**config.mk**
```make
export PLATFORM = sky130hd
export DESIGN_NAME = spimsp_top
export DESIGN_NICKNAME = d
export VERILOG_FILES = /design/src/verilog/spimsp_pkg.sv /design/src/verilog/spimsp_top.sv
export VERILOG_INCLUDE_DIRS = /design/src /design/src/verilog
export SDC_FILE = /design/constraint.sdc
export NUM_CORES = 1
export LEC_CHECK = 0
export BUFFER_PORTS_ARGS = -buffer_cell sky130_fd_sc_hd__buf_2
export CELL_PAD_IN_SITES_DETAIL_PLACEMENT = 1
export CELL_PAD_IN_SITES_GLOBAL_PLACEMENT = 2
export CORE_MARGIN = 3
export CORE_UTILIZATION = 27
export DETAILED_ROUTE_END_ITERATION = 12
export GPL_ROUTABILITY_DRIVEN = 0
export GPL_TIMING_DRIVEN = 0
export PLACE_DENSITY = 0.74
export RECOVER_POWER = 100
export SLEW_MARGIN = 20
export SYNTH_ARGS = -nofsm -noshare
export SYNTH_HDL_FRONTEND = slang
export SYNTH_SLANG_ARGS = --single-unit
```
**constraint.sdc**
```tcl
create_clock -name aclk -period 2.55 [get_ports aclk]
set_input_delay 0.255 -clock aclk [delete_from_list [all_inputs] [get_ports aclk]]
set_output_delay 0.255 -clock aclk [all_outputs]
set_load 0.05 [all_outputs]
```
**src/verilog/spimsp_map.svh**
```systemverilog
// Register map, field positions, reset values and clock divider counts of the serial port
`ifndef SPIMSP_MAP_SVH
`define SPIMSP_MAP_SVH
// Byte offsets on the register bus
`define SPIMSP_OFF_DATA 5'h00
`define SPIMSP_OFF_CTRL_A 5'h04
`define SPIMSP_OFF_CTRL_B 5'h08
`define SPIMSP_OFF_INT_STAT 5'h0C
`define SPIMSP_OFF_INT_MASK 5'h10
// Control a fields
`define SPIMSP_A_ROLE_HI 7
`define SPIMSP_A_ROLE_LO 5
`define SPIMSP_A_EN 1
`define SPIMSP_A_RESET 8'hE0
// Control b fields
`define SPIMSP_B_IDLE_LOW 5
`define SPIMSP_B_EDGE 4
`define SPIMSP_B_ORDER 3
`define SPIMSP_B_SEL_EN 2
`define SPIMSP_B_WCOL 1
`define SPIMSP_B_DONE 0
`define SPIMSP_B_RESET 8'h00
// Interrupt bit positions (status and mask)
`define SPIMSP_I_DONE 0
`define SPIMSP_I_WCOL 1
// Divider terminal counts, one less than the half serial clock period in system clocks
`define SPIMSP_HALF_DIV4 6'h01
`define SPIMSP_HALF_DIV16 6'h07
`define SPIMSP_HALF_DIV64 6'h1F
// Clock edges in one byte transfer
`define SPIMSP_EDGES 5'h10
`endif

```
**src/verilog/spimsp_pkg.sv**
```systemverilog
// Types shared by the serial port design
package spimsp_pkg;
    // Role and bit clock source codes
    typedef enum logic [2:0] {
        SPIMSP_M_DIV4 = 3'b000,
        SPIMSP_M_DIV16 = 3'b001,
        SPIMSP_M_DIV64 = 3'b010,
        SPIMSP_M_TBC = 3'b011,
        SPIMSP_M_MATCH = 3'b100,
        SPIMSP_SLAVE = 3'b101,
        SPIMSP_RSV6 = 3'b110,
        SPIMSP_RSV7 = 3'b111
    } spimsp_role_e;
    // Pin levels coming in
    typedef struct packed {
        logic sck;
        logic sdi;
        logic ss_n;
    } spimsp_pin_in_s;
    // Pin drive going out, enable high while driving
    typedef struct packed {
        logic sck_o;
        logic sck_oe;
        logic sdo_o;
        logic sdo_oe;
        logic ss_n_o;
        logic ss_n_oe;
    } spimsp_pin_out_s;
endpackage : spimsp_pkg

```
**src/verilog/spimsp_top.sv**
```systemverilog
// Serial port with AXI4-Lite registers, master or slave, full duplex byte transfers
`timescale 1ns/1ps
`include "spimsp_map.svh"
module spimsp_top (
    // Clock, reset and enable
    input wire logic aclk,
    input wire logic aresetn,
    input wire logic ce,
    // AXI4-Lite write address
    input wire logic [4:0] s_axi_awaddr,
    input wire logic s_axi_awvalid,
    output logic s_axi_awready,
    // AXI4-Lite write data
    input wire logic [31:0] s_axi_wdata,
    input wire logic [3:0] s_axi_wstrb,
    input wire logic s_axi_wvalid,
    output logic s_axi_wready,
    // AXI4-Lite write response
    output logic [1:0] s_axi_bresp,
    output logic s_axi_bvalid,
    input wire logic s_axi_bready,
    // AXI4-Lite read address
    input wire logic [4:0] s_axi_araddr,
    input wire logic s_axi_arvalid,
    output logic s_axi_arready,
    // AXI4-Lite read data
    output logic [31:0] s_axi_rdata,
    output logic [1:0] s_axi_rresp,
    output logic s_axi_rvalid,
    input wire logic s_axi_rready,
    // Bit clock sources from on-chip logic, same clock domain
    input wire logic time_base_clock,
    input wire logic timer_period_match,
    // Serial pins
    input wire spimsp_pkg::spimsp_pin_in_s pin_in,
    output spimsp_pkg::spimsp_pin_out_s pin_out,
    // Interrupt
    output logic irq
);
    import spimsp_pkg::*;

    // Register state
    // The data byte doubles as the shift register, so there is no separate buffer
    logic [7:0] data_q; // Serial data byte, also the shift register
    logic [7:0] ctrl_a_q; // Role select and enable
    logic [7:0] ctrl_b_q; // Clock shape, order, select enable, flags
    logic [1:0] int_stat_q; // Sticky interrupt events
    logic [1:0] int_mask_q; // Interrupt enables
    // Bus channel state, each half of a write parked until its partner arrives
    logic aw_held_q; // Write address waiting
    logic [4:0] aw_addr_q; // Parked write address
    logic w_held_q;
    logic [31:0] w_data_q;
    logic [3:0] w_strb_q;
    // Transfer engine state
    // A master byte runs while busy; a slave byte while the edge count is nonzero
    logic busy_q; // Master transfer running
    logic [4:0] edge_cnt_q; // Clock edges done in this byte
    logic [5:0] div_q; // Half period counter
    logic sck_q; // Master clock level, true while away from idle
    logic sdo_q; // Bit being presented
    logic tbc_prev_q; // Time base level last cycle
    // Pin synchronisers
    logic [2:0] sck_sync_q; // [0] first stage, [1] second, [2] edge history
    logic [1:0] sdi_sync_q;
    logic [1:0] ss_sync_q;

    // Control field decode
    // Fields are read straight from the registers every cycle
    // Changing them during a byte corrupts that byte; software waits for done
    wire [2:0] role = ctrl_a_q[`SPIMSP_A_ROLE_HI:`SPIMSP_A_ROLE_LO];
    wire enabled = ctrl_a_q[`SPIMSP_A_EN];
    wire idle_low = ctrl_b_q[`SPIMSP_B_IDLE_LOW];
    wire cap_leading = ctrl_b_q[`SPIMSP_B_EDGE]; // Edge bit 0 catches on trailing edge either polarity
    wire lsb_first = ctrl_b_q[`SPIMSP_B_ORDER];
    wire sel_en = ctrl_b_q[`SPIMSP_B_SEL_EN];
    wire is_slave = role == SPIMSP_SLAVE;
    wire is_master = role < SPIMSP_SLAVE;
    wire reserved = role > SPIMSP_SLAVE;

    // Bus handshake decode
    // A write lands in the cycle both halves are parked and no response is pending
    // Only byte lane 0 carries register bits; other lanes are ignored
    wire aw_take = s_axi_awvalid & s_axi_awready;
    wire w_take = s_axi_wvalid & s_axi_wready;
    wire ar_take = s_axi_arvalid & s_axi_arready;
    wire wr_go = aw_held_q & w_held_q & ~s_axi_bvalid;
    wire wr_lane0 = w_strb_q[0];
    wire wr_data = wr_go & wr_lane0 & (aw_addr_q == `SPIMSP_OFF_DATA);
    wire wr_ctrl_a = wr_go & wr_lane0 & (aw_addr_q == `SPIMSP_OFF_CTRL_A);
    wire wr_ctrl_b = wr_go & wr_lane0 & (aw_addr_q == `SPIMSP_OFF_CTRL_B);
    wire wr_stat = wr_go & wr_lane0 & (aw_addr_q == `SPIMSP_OFF_INT_STAT);
    wire wr_mask = wr_go & wr_lane0 & (aw_addr_q == `SPIMSP_OFF_INT_MASK);
    wire wr_known = wr_data | wr_ctrl_a | wr_ctrl_b | wr_stat | wr_mask | ~wr_lane0;

    // Slave select and slave clock edges from synchronised pins
    // Pin edges reach the engine three cycles late, which bounds the slave clock rate
    // With select enable off the slave treats itself as always selected
    wire ss_active = ~sel_en | ~ss_sync_q[1];
    wire slave_run = enabled & is_slave & ss_active;
    wire pin_edge = sck_sync_q[1] ^ sck_sync_q[2];
    // Master half period ticks per source
    // The divider counts system clocks; the other two sources give one tick per half period
    // Reserved codes fall to the slowest divider but never start a transfer
    wire tbc_edge = time_base_clock ^ tbc_prev_q;
    logic [5:0] half_lim;
    always_comb begin
        unique case (role)
            SPIMSP_M_DIV4: half_lim = `SPIMSP_HALF_DIV4;
            SPIMSP_M_DIV16: half_lim = `SPIMSP_HALF_DIV16;
            default: half_lim = `SPIMSP_HALF_DIV64;
        endcase
    end
    wire div_tick = div_q == half_lim;
    wire src_tick = (role == SPIMSP_M_TBC) ? tbc_edge :
                    (role == SPIMSP_M_MATCH) ? timer_period_match : div_tick;
    wire master_edge = enabled & is_master & busy_q & src_tick;
    wire slave_edge = slave_run & pin_edge;
    wire any_edge = master_edge | slave_edge;
    wire leading = ~edge_cnt_q[0]; // Even edges leave idle, odd edges return
    wire capture = any_edge & (leading == cap_leading);
    wire launch = any_edge & (leading != cap_leading);
    wire last_edge = any_edge & (edge_cnt_q == `SPIMSP_EDGES - 5'h01);
    wire in_bit = is_slave ? sdi_sync_q[1] : sdi_sync_q[1];
    wire [7:0] shifted = lsb_first ? {in_bit, data_q[7:1]} : {data_q[6:0], in_bit};
    wire head = lsb_first ? data_q[0] : data_q[7];
    wire in_flight = busy_q | (edge_cnt_q != 5'h00);
    wire collide = wr_data & in_flight;
    wire start = wr_data & ~in_flight & enabled & is_master;

    // Readback mux, unused bits zero
    // The address is decoded combinationally and the byte is registered on the answer
    // Unmapped addresses read zero and answer with an error code
    logic [7:0] rd_byte;
    logic rd_ok;
    always_comb begin
        rd_ok = 1'b1;
        unique case (s_axi_araddr)
            `SPIMSP_OFF_DATA: rd_byte = data_q;
            `SPIMSP_OFF_CTRL_A: rd_byte = {ctrl_a_q[7:5], 3'h0, ctrl_a_q[1], 1'b0};
            `SPIMSP_OFF_CTRL_B: rd_byte = {2'h0, ctrl_b_q[5:0]};
            `SPIMSP_OFF_INT_STAT: rd_byte = {6'h00, int_stat_q};
            `SPIMSP_OFF_INT_MASK: rd_byte = {6'h00, int_mask_q};
            default: begin
                // Unmapped address
                rd_byte = 8'h00;
                rd_ok = 1'b0;
            end
        endcase
    end

    // Pin drive, all released while disabled
    // Clock level is formed from the idle-away state and the polarity bit
    // The select line is driven only by a master with select enable set
    spimsp_pin_out_s pins_d;
    always_comb begin
        pins_d.sck_o = sck_q ^ ~idle_low;
        pins_d.sck_oe = enabled & is_master;
        pins_d.sdo_o = sdo_q;
        pins_d.sdo_oe = enabled & (is_master | slave_run);
        pins_d.ss_n_o = ~busy_q;
        pins_d.ss_n_oe = enabled & is_master & sel_en;
    end

    // Input synchronisers, two stages before use
    // Select resets high so a released select line never looks active
    // The third clock stage only keeps history for the edge detector
    always_ff @(posedge aclk) begin
        if (!aresetn) begin
            sck_sync_q <= 3'h0;
            sdi_sync_q <= 2'h0;
            ss_sync_q <= 2'h3;
        end else if (ce) begin
            sck_sync_q <= {sck_sync_q[1:0], pin_in.sck};
            sdi_sync_q <= {sdi_sync_q[0], pin_in.sdi};
            ss_sync_q <= {ss_sync_q[0], pin_in.ss_n};
        end
    end

    // Write address and data channels, taken in either order
    // Each half is accepted once and held until the register write fires
    // No new half is accepted while the response waits for the master
    always_ff @(posedge aclk) begin
        if (!aresetn) begin
            aw_held_q <= 1'b0;
            w_held_q <= 1'b0;
            aw_addr_q <= 5'h00;
            w_data_q <= 32'h0;
            w_strb_q <= 4'h0;
        end else if (ce) begin
            if (aw_take) begin
                aw_held_q <= 1'b1;
                aw_addr_q <= s_axi_awaddr;
            end else if (wr_go) begin
                aw_held_q <= 1'b0;
            end
            if (w_take) begin
                w_held_q <= 1'b1;
                w_data_q <= s_axi_wdata;
                w_strb_q <= s_axi_wstrb;
            end else if (wr_go) begin
                w_held_q <= 1'b0;
            end
        end
    end

    // Bus handshake outputs
    // Ready is registered and stays low after each take until that response has been taken
    // Responses stand until the master signals it has taken them
    // Only one read and one write can be in flight at a time
    always_ff @(posedge aclk) begin
        if (!aresetn) begin
            s_axi_awready <= 1'b0;
            s_axi_wready <= 1'b0;
            s_axi_bvalid <= 1'b0;
            s_axi_bresp <= 2'h0;
            s_axi_arready <= 1'b0;
            s_axi_rvalid <= 1'b0;
            s_axi_rdata <= 32'h0;
            s_axi_rresp <= 2'h0;
        end else if (ce) begin
            s_axi_awready <= ~aw_held_q & ~aw_take & ~s_axi_bvalid;
            s_axi_wready <= ~w_held_q & ~w_take & ~s_axi_bvalid;
            // Response once both halves are in
            if (wr_go) begin
                s_axi_bvalid <= 1'b1;
                s_axi_bresp <= wr_known ? 2'h0 : 2'h2;
            end else if (s_axi_bready) begin
                s_axi_bvalid <= 1'b0;
            end
            s_axi_arready <= ~ar_take & ~s_axi_rvalid;
            // Read data one cycle after the address
            if (ar_take) begin
                s_axi_rvalid <= 1'b1;
                s_axi_rdata <= {24'h0, rd_byte};
                s_axi_rresp <= rd_ok ? 2'h0 : 2'h2;
            end else if (s_axi_rready) begin
                s_axi_rvalid <= 1'b0;
            end
        end
    end

    // Control registers and sticky flags, a set beats a clear
    // Unused control bits are forced to zero on every write
    // Flags written through the control register clear on zero, status bits on one
    always_ff @(posedge aclk) begin
        if (!aresetn) begin
            ctrl_a_q <= `SPIMSP_A_RESET;
            ctrl_b_q <= `SPIMSP_B_RESET;
            int_stat_q <= 2'h0;
            int_mask_q <= 2'h0;
        end else if (ce) begin
            if (wr_ctrl_a) begin
                ctrl_a_q <= {w_data_q[7:5], 3'h0, w_data_q[1], 1'b0};
            end
            if (wr_ctrl_b) begin
                ctrl_b_q[5:2] <= w_data_q[5:2];
            end
            ctrl_b_q[`SPIMSP_B_WCOL] <= collide | (wr_ctrl_b ? w_data_q[1] : ctrl_b_q[1]);
            ctrl_b_q[`SPIMSP_B_DONE] <= last_edge | (wr_ctrl_b ? w_data_q[0] : ctrl_b_q[0]);
            int_stat_q[`SPIMSP_I_DONE] <= last_edge | (int_stat_q[0] & ~(wr_stat & w_data_q[0]));
            int_stat_q[`SPIMSP_I_WCOL] <= collide | (int_stat_q[1] & ~(wr_stat & w_data_q[1]));
            if (wr_mask) begin
                int_mask_q <= w_data_q[1:0];
            end
        end
    end

    // Master clock generation and bit clock sources
    // Leaving master role or disabling the port abandons any byte in progress
    // The divider restarts at the start so the first half period is full length
    // The clock returns to its idle level after the sixteenth edge
    always_ff @(posedge aclk) begin
        if (!aresetn) begin
            busy_q <= 1'b0;
            div_q <= 6'h00;
            sck_q <= 1'b0;
            tbc_prev_q <= 1'b0;
        end else if (ce) begin
            tbc_prev_q <= time_base_clock;
            if (!enabled || !is_master || reserved) begin
                busy_q <= 1'b0;
                sck_q <= 1'b0;
                div_q <= 6'h00;
            end else if (start) begin
                busy_q <= 1'b1;
                div_q <= 6'h00;
            end else if (busy_q) begin
                div_q <= div_tick ? 6'h00 : div_q + 6'h01;
                if (master_edge) begin
                    sck_q <= ~sck_q;
                end
                if (last_edge) begin
                    busy_q <= 1'b0;
                end
            end
        end
    end

    // Shift engine: data register shifts in place, both directions at once
    // A data write during a byte is refused and only raises the collision flag
    // Captured bits enter at the end opposite the outgoing bit
    // The edge count tracks both master and slave bytes
    always_ff @(posedge aclk) begin
        if (!aresetn) begin
            data_q <= 8'h00;
            edge_cnt_q <= 5'h00;
            sdo_q <= 1'b0;
        end else if (ce) begin
            if (wr_data && !in_flight) begin
                data_q <= w_data_q[7:0];
            end else if (capture) begin
                data_q <= shifted;
            end
            // Deselect or disable drops a partial byte
            if (!enabled || (is_slave && !ss_active)) begin
                edge_cnt_q <= 5'h00;
            end else if (last_edge) begin
                edge_cnt_q <= 5'h00;
            end else if (any_edge) begin
                edge_cnt_q <= edge_cnt_q + 5'h01;
            end
            // Present first bit while idle, next bit at each launch edge
            // A fresh byte shows its first bit at once, so a leading capture edge sees it
            if (wr_data && !in_flight) begin
                sdo_q <= lsb_first ? w_data_q[0] : w_data_q[7];
            end else if (!in_flight || launch) begin
                sdo_q <= head;
            end
        end
    end

    // Pin and interrupt output registers
    // Every top output comes from a flop, so pins and interrupt lag their cause by one cycle
    // The interrupt is a level that follows the masked status bits
    always_ff @(posedge aclk) begin
        if (!aresetn) begin
            pin_out <= '0;
            irq <= 1'b0;
        end else if (ce) begin
            pin_out <= pins_d;
            irq <= |(int_stat_q & int_mask_q);
        end
    end
endmodule : spimsp_top

```
# Word level (Yosys, flattened, before mapping)
# Index checks and enable logic that the tools add are counted.
# word_totals
input_bits	59
ff_bits	84
# classes
eq_ne	17
mux	38
n_addsub	2
bitwise_logic	69
reduce_logical	42
magnitude_cmp	2
# ops
cell	count
case mux 8 bit (5 select lines)	1
AND 1 bit	35
AND reduction 2 bit	15
== test 5 x 4 -> 1 bit (second input constant)	5
two-way mux 1 bit	24
two-way mux 6 bit	4
two-way mux 8 bit	3
inverter 1 bit	17
nonzero test 2 bit	8
two-way mux 5 bit	3
bitwise OR 1 bit	13
== test 5 x 3 -> 1 bit (second input constant)	2
== test 5 bit (second input constant)	2
zero test 5 bit	2
case mux 5 bit (2 select lines)	1
adder 6 x 1 -> 6 bit (second input constant)	1
== test 3 bit (second input constant)	2
== test 6 bit	1
nonzero test 3 bit	2
adder 5 x 1 -> 5 bit (second input constant)	1
nonzero test 5 bit	1
OR reduction 5 bit	1
zero test 1 bit	4
logical OR 1 bit	4
14 further kinds	18

# Depth between registers and ports, before layout
# Gate-level depths: netlist (run 1).
# logic_depth
ltp_word	12
mapped_depth	8
depth_no_buf	7

# Worst setup path before layout (run 1)
# Ideal clock, no wire load.
# synth_timing
kind	reg2reg
startpoint	reg s_axi_bvalid
endpoint	reg data_q[7]
path_buffers	1
t_arrival_ps	2097
path_slack_ps	385
path_stages_with_launch	8
path_cell_list	dfxtp_1 -> and4b_1 -> and4_1 -> nand3_1 -> clkbuf_1 -> nor2_1 -> a211o_1 -> a21oi_2
# synth_via
elab_chain_len	7
word_cells_on_any_way	8
cone_classes	1 x mux; 4 x bitwise; 3 x reduce/logical
# synth_lines
item	line	text
start, declared	spimsp_top.sv:20	output logic s_axi_bvalid,
start signal, assigned	spimsp_top.sv:215	s_axi_bvalid <= 1'b0;
start signal, assigned	spimsp_top.sv:226	s_axi_bvalid <= 1'b1;
start signal, assigned	spimsp_top.sv:229	s_axi_bvalid <= 1'b0;
inverter 1 bit (*)	spimsp_top.sv:87	wire wr_go = aw_held_q & w_held_q & ~s_axi_bvalid;
AND 1 bit (*)	spimsp_top.sv:87	
AND 1 bit (*) (2 in series)	spimsp_top.sv:89	wire wr_data = wr_go & wr_lane0 & (aw_addr_q == `SPIMSP_OFF_DATA);
logical AND 1 bit (*)	spimsp_top.sv:310	if (wr_data && !in_flight) begin
nonzero test 2 bit (no source line)	-	
AND reduction 2 bit (no source line)	-	
end signal, assigned	spimsp_top.sv:311	data_q <= w_data_q[7:0];
end signal, assigned	spimsp_top.sv:313	data_q <= shifted;
end, declared	spimsp_top.sv:44	logic [7:0] data_q;
# Every way passes the cells marked *; elsewhere a longest branch is shown, timed or not.
# A chain may end at the register's enable or synchronous reset.

# Final worst setup path (run 1)
# layout_timing
startpoint	reg aw_addr_q[4]
endpoint	reg data_q[5]
# layout_via
elab_chain_len	5
word_cells_on_any_way	6
cone_classes	1 x mux; 1 x bitwise; 4 x reduce/logical
# layout_lines
item	line	text
start, declared	spimsp_top.sv:51	logic [4:0] aw_addr_q;
start signal, assigned	spimsp_top.sv:193	aw_addr_q <= s_axi_awaddr;
zero test 5 bit (no source line) (*)	-	
AND 1 bit (*)	spimsp_top.sv:89	
logical AND 1 bit (*)	spimsp_top.sv:310	
nonzero test 2 bit (no source line)	-	
AND reduction 2 bit (no source line)	-	
# Marks and branches as above.

==> out/metrics.yaml, run 1 <==
timing:
  worst_pin_slew_ps: 726
  max_freq_mhz: 433
  slew_headroom: 0.516
  setup-tns-final_ps: 0
  period_share: 0.906
  fin_crit_ps: 2310
  finalMaxSlewViolations: 0
  grt_setup_unrepaired: "no"
  finalWorstSetupSlack_ps: 239
  finClkSkew_ps: 10.1
  setup_viol: 0
  finalHoldViolCount: 0
cts:
  h-tree-depth: 3
  clk_pin_slew_ps: 60
  postCtsHoldBufs: 0
  cts_resized: 0
  cts_setup_buffers: 0
  cts_tree: "built"
  root_buffer: "clkbuf_16"
  clk_latency_ps: 350
  cts_made_buffers: 9
  cts.sinks: 82
  clock_path_buffers: 2
logic_synthesis:
  synth_seq_cells: 82
  ys_types: 60
  synth.most_common_cell: "dfxtp_1"
  synth_area_um2: 4020
  yosysSeqAreaShare: 0.408
  synth-edff-count: 0
  yosys_warnings: 0
  yosysTopAreaCellShare: 0.408
  ys.flop_type: "dfxtp_1"
  netlist_instances: 471
  synthTopCellsByCount: "dfxtp_1, nor2_1, nand2_1"
  synth_top_area_cell: "dfxtp_1"
  synth.area.top_cells: "dfxtp_1, mux2i_1, nor2_1"
  synthArstFlopShare: 0
  avgSynthCellArea_um2: 8.54
floorplan:
  dieHeight_um: 128
  std_cell_rows: 43
  die_x_um: 128
  core-area_um2: 14200
  io_pins: 107
  die_area_um2: 16400
  start_util: 0.283
route:
  routed_wirelength_um: 12400
  drc: 0
  drt_iter0_markers: 185
  wl_per_cell_um: 16.8
  vias: 3668
  routed_via_density: 4.95
  dr.pass1.iters: 4
  antenna_left: 0
power:
  p_comb_frac: 0.106
  vdd_drop_max_mv: 0.319
  seqPwrFrac: 0.473
  power.switching_mw: 0.747
  p_int_mw: 2.05
  p_leak_nw: 1.95
  power_density_nw_per_um2: 580
  clockPowerShare: 0.421
  netSwitchingFraction: 0.267
worst_setup_path:
  path_class: "reg2reg"
  r2r_cells: 5
  worst-r2r-setup-slack_ps: 240
  worstPathRequired_ps: 2820
  worstPathArrival_ps: 2590
  slowest_delay_ps: 570
  crit_fanout: 10
  cp_num_cells: 5
  crit_family: "simple AND/OR/NAND/NOR gates"
  critPathLaunchType: "register"
  cp_cell_sequence: "nor3_1 -> nand3_1 -> clkbuf_1 -> a211o_2 -> a21oi_1"
  end_kind: "register"
  cp.buffers_inverters: 1
  crit_slowest_cell: "nor3_1"
outcome:
  status: "finished clean"
cells_and_area:
  n_antenna_cell: 0
  drive_gt1_frac: 0.152
  fin_util: 0.339
  filler_cell_count: 1762
  regArea_um2: 1640
  area_growth_pct: 19.8
  postLayoutCellArea_um2: 4820
  multi_input_comb_area_um2: 2150
  nets: 622
global_route:
  grt_remaining_overflow: 0
  grt_max_degree: 12
  antenna_found_initial: 0
  grt_pass1_vias: 3818
  grt_usage: 0.158
  grt_pass1_wl_um: 20100
job:
  drv_cap: 0
worst_hold_path:
  holdPathStages: 3
  min_path_type: "in2reg"
place:
  io_buffers: 53
  dp_hpwl_um: 9560
  dpl-instance-area_um2: 4610
  pre_cts_slack_ps: 233
==> tightest hold or removal path, cell delays in order <==
cell     delay, ps
buf_2           80
mux2i_1         60
nand2_1         60
==> power groups by stage <==
stage	registers [mW]	clock network (mW)	logic, mW
finish	1.32	1.18	0.296
global route	1.32	1.25	0.321
CTS	1.32	1.21	0.301
detailed placement	1.35	0	0.300
global placement	1.35	0	0.298
floorplan	1.38	0	0.193
==> kinds of logic after synthesis <==
family,after synthesis,share of synthesized area
other cells,1,0.000932
fa+ha+maj,3,0.00933
simple gates,178,0.204
flops,82,0.408
mux,41,0.105
compound gates,104,0.178
xor+xnor,7,0.0152
buf+inv,55,0.0793
==> cell type report <==
cell class              count  area share
plain buffers              46      0.0592
clock buffers              11      0.0504
clock inverters             1     0.00104
inverters                   9     0.00701
multi-input cells         359       0.446
flip-flops and latches     82       0.341
well taps                 180      0.0467
repair buffers             53      0.0491
==> path summary, 6_finish.rpt <==
| check | from | endpoint |
|---|---|---|
| worst max-delay path | aw_addr_q[4] | data_q[5] |
| worst max register to register | aw_addr_q[4] | data_q[5] |
| worst min-delay path | pin_in[0] | ss_sync_q[0] |
| worst min register to register | sdo_q | sdo_q |
==> flip-flops by register name (all words and copies together), names as in the netlist, 3 cells and up <==
| signal | count |
|---|---|
| aw_addr_q | 5 |
| pin_out | 6 |
| s_axi_rdata | 8 |
| ctrl_a_q | 4 |
| data_q | 8 |
| edge_cnt_q | 5 |
| sck_sync_q | 3 |
| ctrl_b_q | 6 |
| w_data_q | 8 |
| div_q | 6 |
==> stage by stage <==
stage,instances,hold WS (ps),total power [mW]
after CTS,741,134,2.83
after global routing,741,148,2.90
after global placement,729,453,1.65
after floorplan,496,383,1.57
after detailed placement,729,455,1.65
final,741,142,2.79
==> cells in the final DEF, fill, tap and decap left out, types with 7 or more instances in the layout <==
cell type and n:
conb_1 26, a21oi_1 38, o21ai_0 13, dfxtp_1 82, nand3_1 21, clkbuf_1 42
mux2i_1 39, nand2_1 56, a22oi_1 7, buf_2 30, clkbuf_16 9, inv_1 8
nor2_1 61, nor3_1 9, buf_4 26
==> routing by layer <==
metal | vias to the layer above | GRT usage | part of all wire
met3 | 11 | 0.0400 | 0.049
li1 | 1794 | - | -
met4 | 0 | 0.0449 | 0.011
met2 | 73 | 0.278 | 0.51
met5 | - | 0 | 0
met1 | 1790 | 0.190 | 0.43
Note: power is estimated with default switching activity, not from simulation.
==> run 2, diff against run 1 <==
--- a/config.mk
+++ b/config.mk
@@ -6,6 +6,7 @@
 export SDC_FILE = /design/constraint.sdc
 export NUM_CORES = 1
 export LEC_CHECK = 0
+export ABC_AREA = 1
 export BUFFER_PORTS_ARGS = -buffer_cell sky130_fd_sc_hd__buf_2
 export CELL_PAD_IN_SITES_DETAIL_PLACEMENT = 1
 export CELL_PAD_IN_SITES_GLOBAL_PLACEMENT = 2
@@ -14,7 +15,7 @@
 export DETAILED_ROUTE_END_ITERATION = 12
 export GPL_ROUTABILITY_DRIVEN = 0
 export GPL_TIMING_DRIVEN = 0
-export PLACE_DENSITY = 0.74
+export PLACE_DENSITY = 0.78
 export RECOVER_POWER = 100
 export SLEW_MARGIN = 20
 export SYNTH_ARGS = -nofsm -noshare
==> out/metrics.yaml, run 2 <==
cts:
  clk_latency_ps: 350  # about the same
  clock_path_buffers: 2  # unchanged
  cts_made_buffers: 9  # unchanged
  cts_setup_buffers: 0  # unchanged
  cts.sinks: 82  # unchanged
  h-tree-depth: 3  # unchanged
  cts_tree: "built"
  cts_resized: 0  # unchanged
  root_buffer: "clkbuf_16"
  clk_pin_slew_ps: 70  # about the same
  postCtsHoldBufs: 0  # unchanged
worst_hold_path:
  hold_start: "pin_in[2]"
  hold-path-endpoint: "sck_sync_q[0]"
  min_path_type: "in2reg"
  holdPathStages: 3  # unchanged
logic_synthesis:
  netlist_instances: 580  # +23%
  yosys_warnings: 0  # unchanged
  synth_top_area_cell: "dfxtp_1"
  yosysTopAreaCellShare: 0.399  # -0.00894
  ys_types: 44  # -27%
  synth_seq_cells: 82  # unchanged
  synth_area_um2: 4110  # +2.2%
  synth-edff-count: 0  # unchanged
  ys.flop_type: "dfxtp_1"
  yosysSeqAreaShare: 0.399  # -0.00894
  synthTopCellsByCount: "nand2_1, nor2_1, dfxtp_1"
  synth.area.top_cells: "dfxtp_1, nand2_1, nor2_1"
  synth.most_common_cell: "nand2_1"
  synthArstFlopShare: 0  # unchanged
  avgSynthCellArea_um2: 7.09  # -17%
timing:
  finClkSkew_ps: 7.25  # -2.86 ps
  max_freq_mhz: 452  # +4.4%
  finalMaxSlewViolations: 0  # unchanged
  slew_headroom: 0.421  # -0.0946
  worst_pin_slew_ps: 861  # +135 ps
  finalHoldViolCount: 0  # unchanged
  grt_setup_unrepaired: "no"
  period_share: 0.868  # -0.0379
  setup_viol: 0  # unchanged
  setup-tns-final_ps: 0  # unchanged
  hold_ws_ps: 134  # -8.33 ps
  fin_crit_ps: 2210  # -96.7 ps
global_route:
  grt_pass1_wl_um: 20600  # +2.3%
  grt_pass1_vias: 4023  # +5.4%
  grt_remaining_overflow: 0  # unchanged
  grt_usage: 0.158  # -0.000166
  grt_max_degree: 15  # +3
  antenna_found_initial: 0  # unchanged
worst_setup_path:
  worstPathRequired_ps: 2790  # -30 ps
  end_kind: "register"
  worst-r2r-setup-slack_ps: 340  # +100 ps
  cp_cell_sequence: "inv_1 -> ha_1 -> nand4_2 -> nor2_2 -> nand3_2 -> buf_6 -> o21ai_0 -> nand3_1 -> nand2_1 -> nor2_1"
  worstReg2RegStart: "edge_cnt_q[0]"
  crit_family: "simple AND/OR/NAND/NOR gates"
  critPathLaunchType: "register"
  slowest_delay_ps: 350  # -220 ps
  path_class: "reg2reg"
  crit_fanout: 10  # unchanged
  r2r-end: "sdo_q"
  r2r_cells: 10  # +5
  worstPathArrival_ps: 2450  # -140 ps
  cp.buffers_inverters: 2  # +1
  crit_slowest_cell: "dfxtp_1"
power:
  vdd_drop_max_mv: 0.294  # -8.0%
  p_leak_nw: 2.02  # +3.4%
  power_density_nw_per_um2: 605  # +4.4%
floorplan:
  core-area_um2: 14700  # +3.5%
  die_area_um2: 16700  # +2.1%
  start_util: 0.280  # -0.00342
  std_cell_rows: 44  # +2.3%
  die_x_um: 129  # +1.1%
  io_pins: 107  # unchanged
  dieHeight_um: 129  # +1.1%
cells_and_area:
  drive_gt1_frac: 0.129  # -0.0222
  stdcell_count: 857  # +16%
  n_antenna_cell: 0  # unchanged
  layout_commonest_cell: "nand2_1"
  area_growth_pct: 19.2
  final_cell_mix: "nand2_1, nor2_1, dfxtp_1, inv_1, o21ai_0"
  nets: 730  # +17%
  reg_top3: "data_q: 8 flops, s_axi_rdata: 8 flops, w_data_q: 8 flops"
route:
  drc: 0  # unchanged
  routed_wirelength_um: 12800  # +3.2%
  dr.pass1.iters: 4  # unchanged
  drt_iter0_markers: 187  # +1.1%
  wl_per_cell_um: 15.0  # -11%
  vias: 3966  # +8.1%
  antenna_left: 0  # unchanged
  routed_via_density: 4.63  # -6.5%
place:
  io_buffers: 52  # -1.9%
  numPlacedInstances: 841  # +15%
  dp_hpwl_um: 10000  # +5.1%
outcome:
  status: "finished clean"
job:
  drv_cap: 0  # unchanged
-- run 2: report_power, final --
group          switching (mW)  leakage [nW]  internal, mW
combinational           0.268          1.23        0.0988
clock                   0.561         0.124         0.690
sequential             0.0287         0.668          1.32
total                   0.858          2.02          2.11
-- run 2: kinds of logic after synthesis --
kind of cell	synth area share
DFF	0.399
xor gates and xnor gates	0.0192
and+or+nand+nor	0.257
AOI/OAI and AO/OA	0.183
other	0.000912
buffers and inverters	0.131
adders and majority gates	0.00913
-- run 2: area by class of cell --
type                       count  area, um^2
buffer                        45         282
timing repair buffer          52         231
sequential                    82        1640
tap                          184         230
clock buffer                  11         243
fill                        1877        9800
inverter                      68         256
multi-input combinational    410        1980
clock inverter                 5        38.8
-- run 2: worst reg2reg max path, cell delays in order (launching register included) --
cell and delay [ps]:
dfxtp_1 350, inv_1 110, ha_1 170, nand4_2 150, nor2_2 210, nand3_2 280
buf_6 250, o21ai_0 350, nand3_1 130, nand2_1 70, nor2_1 40
-- run 2: layer usage --
metal	wire length, um	part of all wire	track usage	vias up
met1	6280	0.49	0.210	1868
met4	210	0.016	0.0440	0
met3	457	0.036	0.0330	15
met2	5880	0.46	0.261	76
met5	0	0	0	-
li1	-	-	-	2007
-- run 2: how the worst max path moves through the flow --
stage | from | endpoint | slack [ps] | cells after the start
floorplan | s_axi_bvalid | div_q[5] | 820 | 9
global placement | edge_cnt_q[0] | sdo_q | 360 | 10
detailed placement | edge_cnt_q[0] | sdo_q | 310 | 10
CTS | edge_cnt_q[0] | sdo_q | 290 | 10
global route | w_held_q | div_q[5] | 100 | 10
finish | edge_cnt_q[0] | sdo_q | 340 | 10
-- run 2: through the flow --
stage / instance area [um^2] / util / power (mW) / worst slack (ps)
after floorplan: 4210 / - / 1.65 / 818
after global routing: 4900 / 0.333 / 3.10 / 98.2
final: 4900 / 0.333 / 2.96 / 335
after CTS: 4980 / 0.339 / 3.02 / 291
after detailed placement: 4700 / 0.320 / 1.75 / 312
after global placement: 4700 / 0.320 / 1.74 / 363
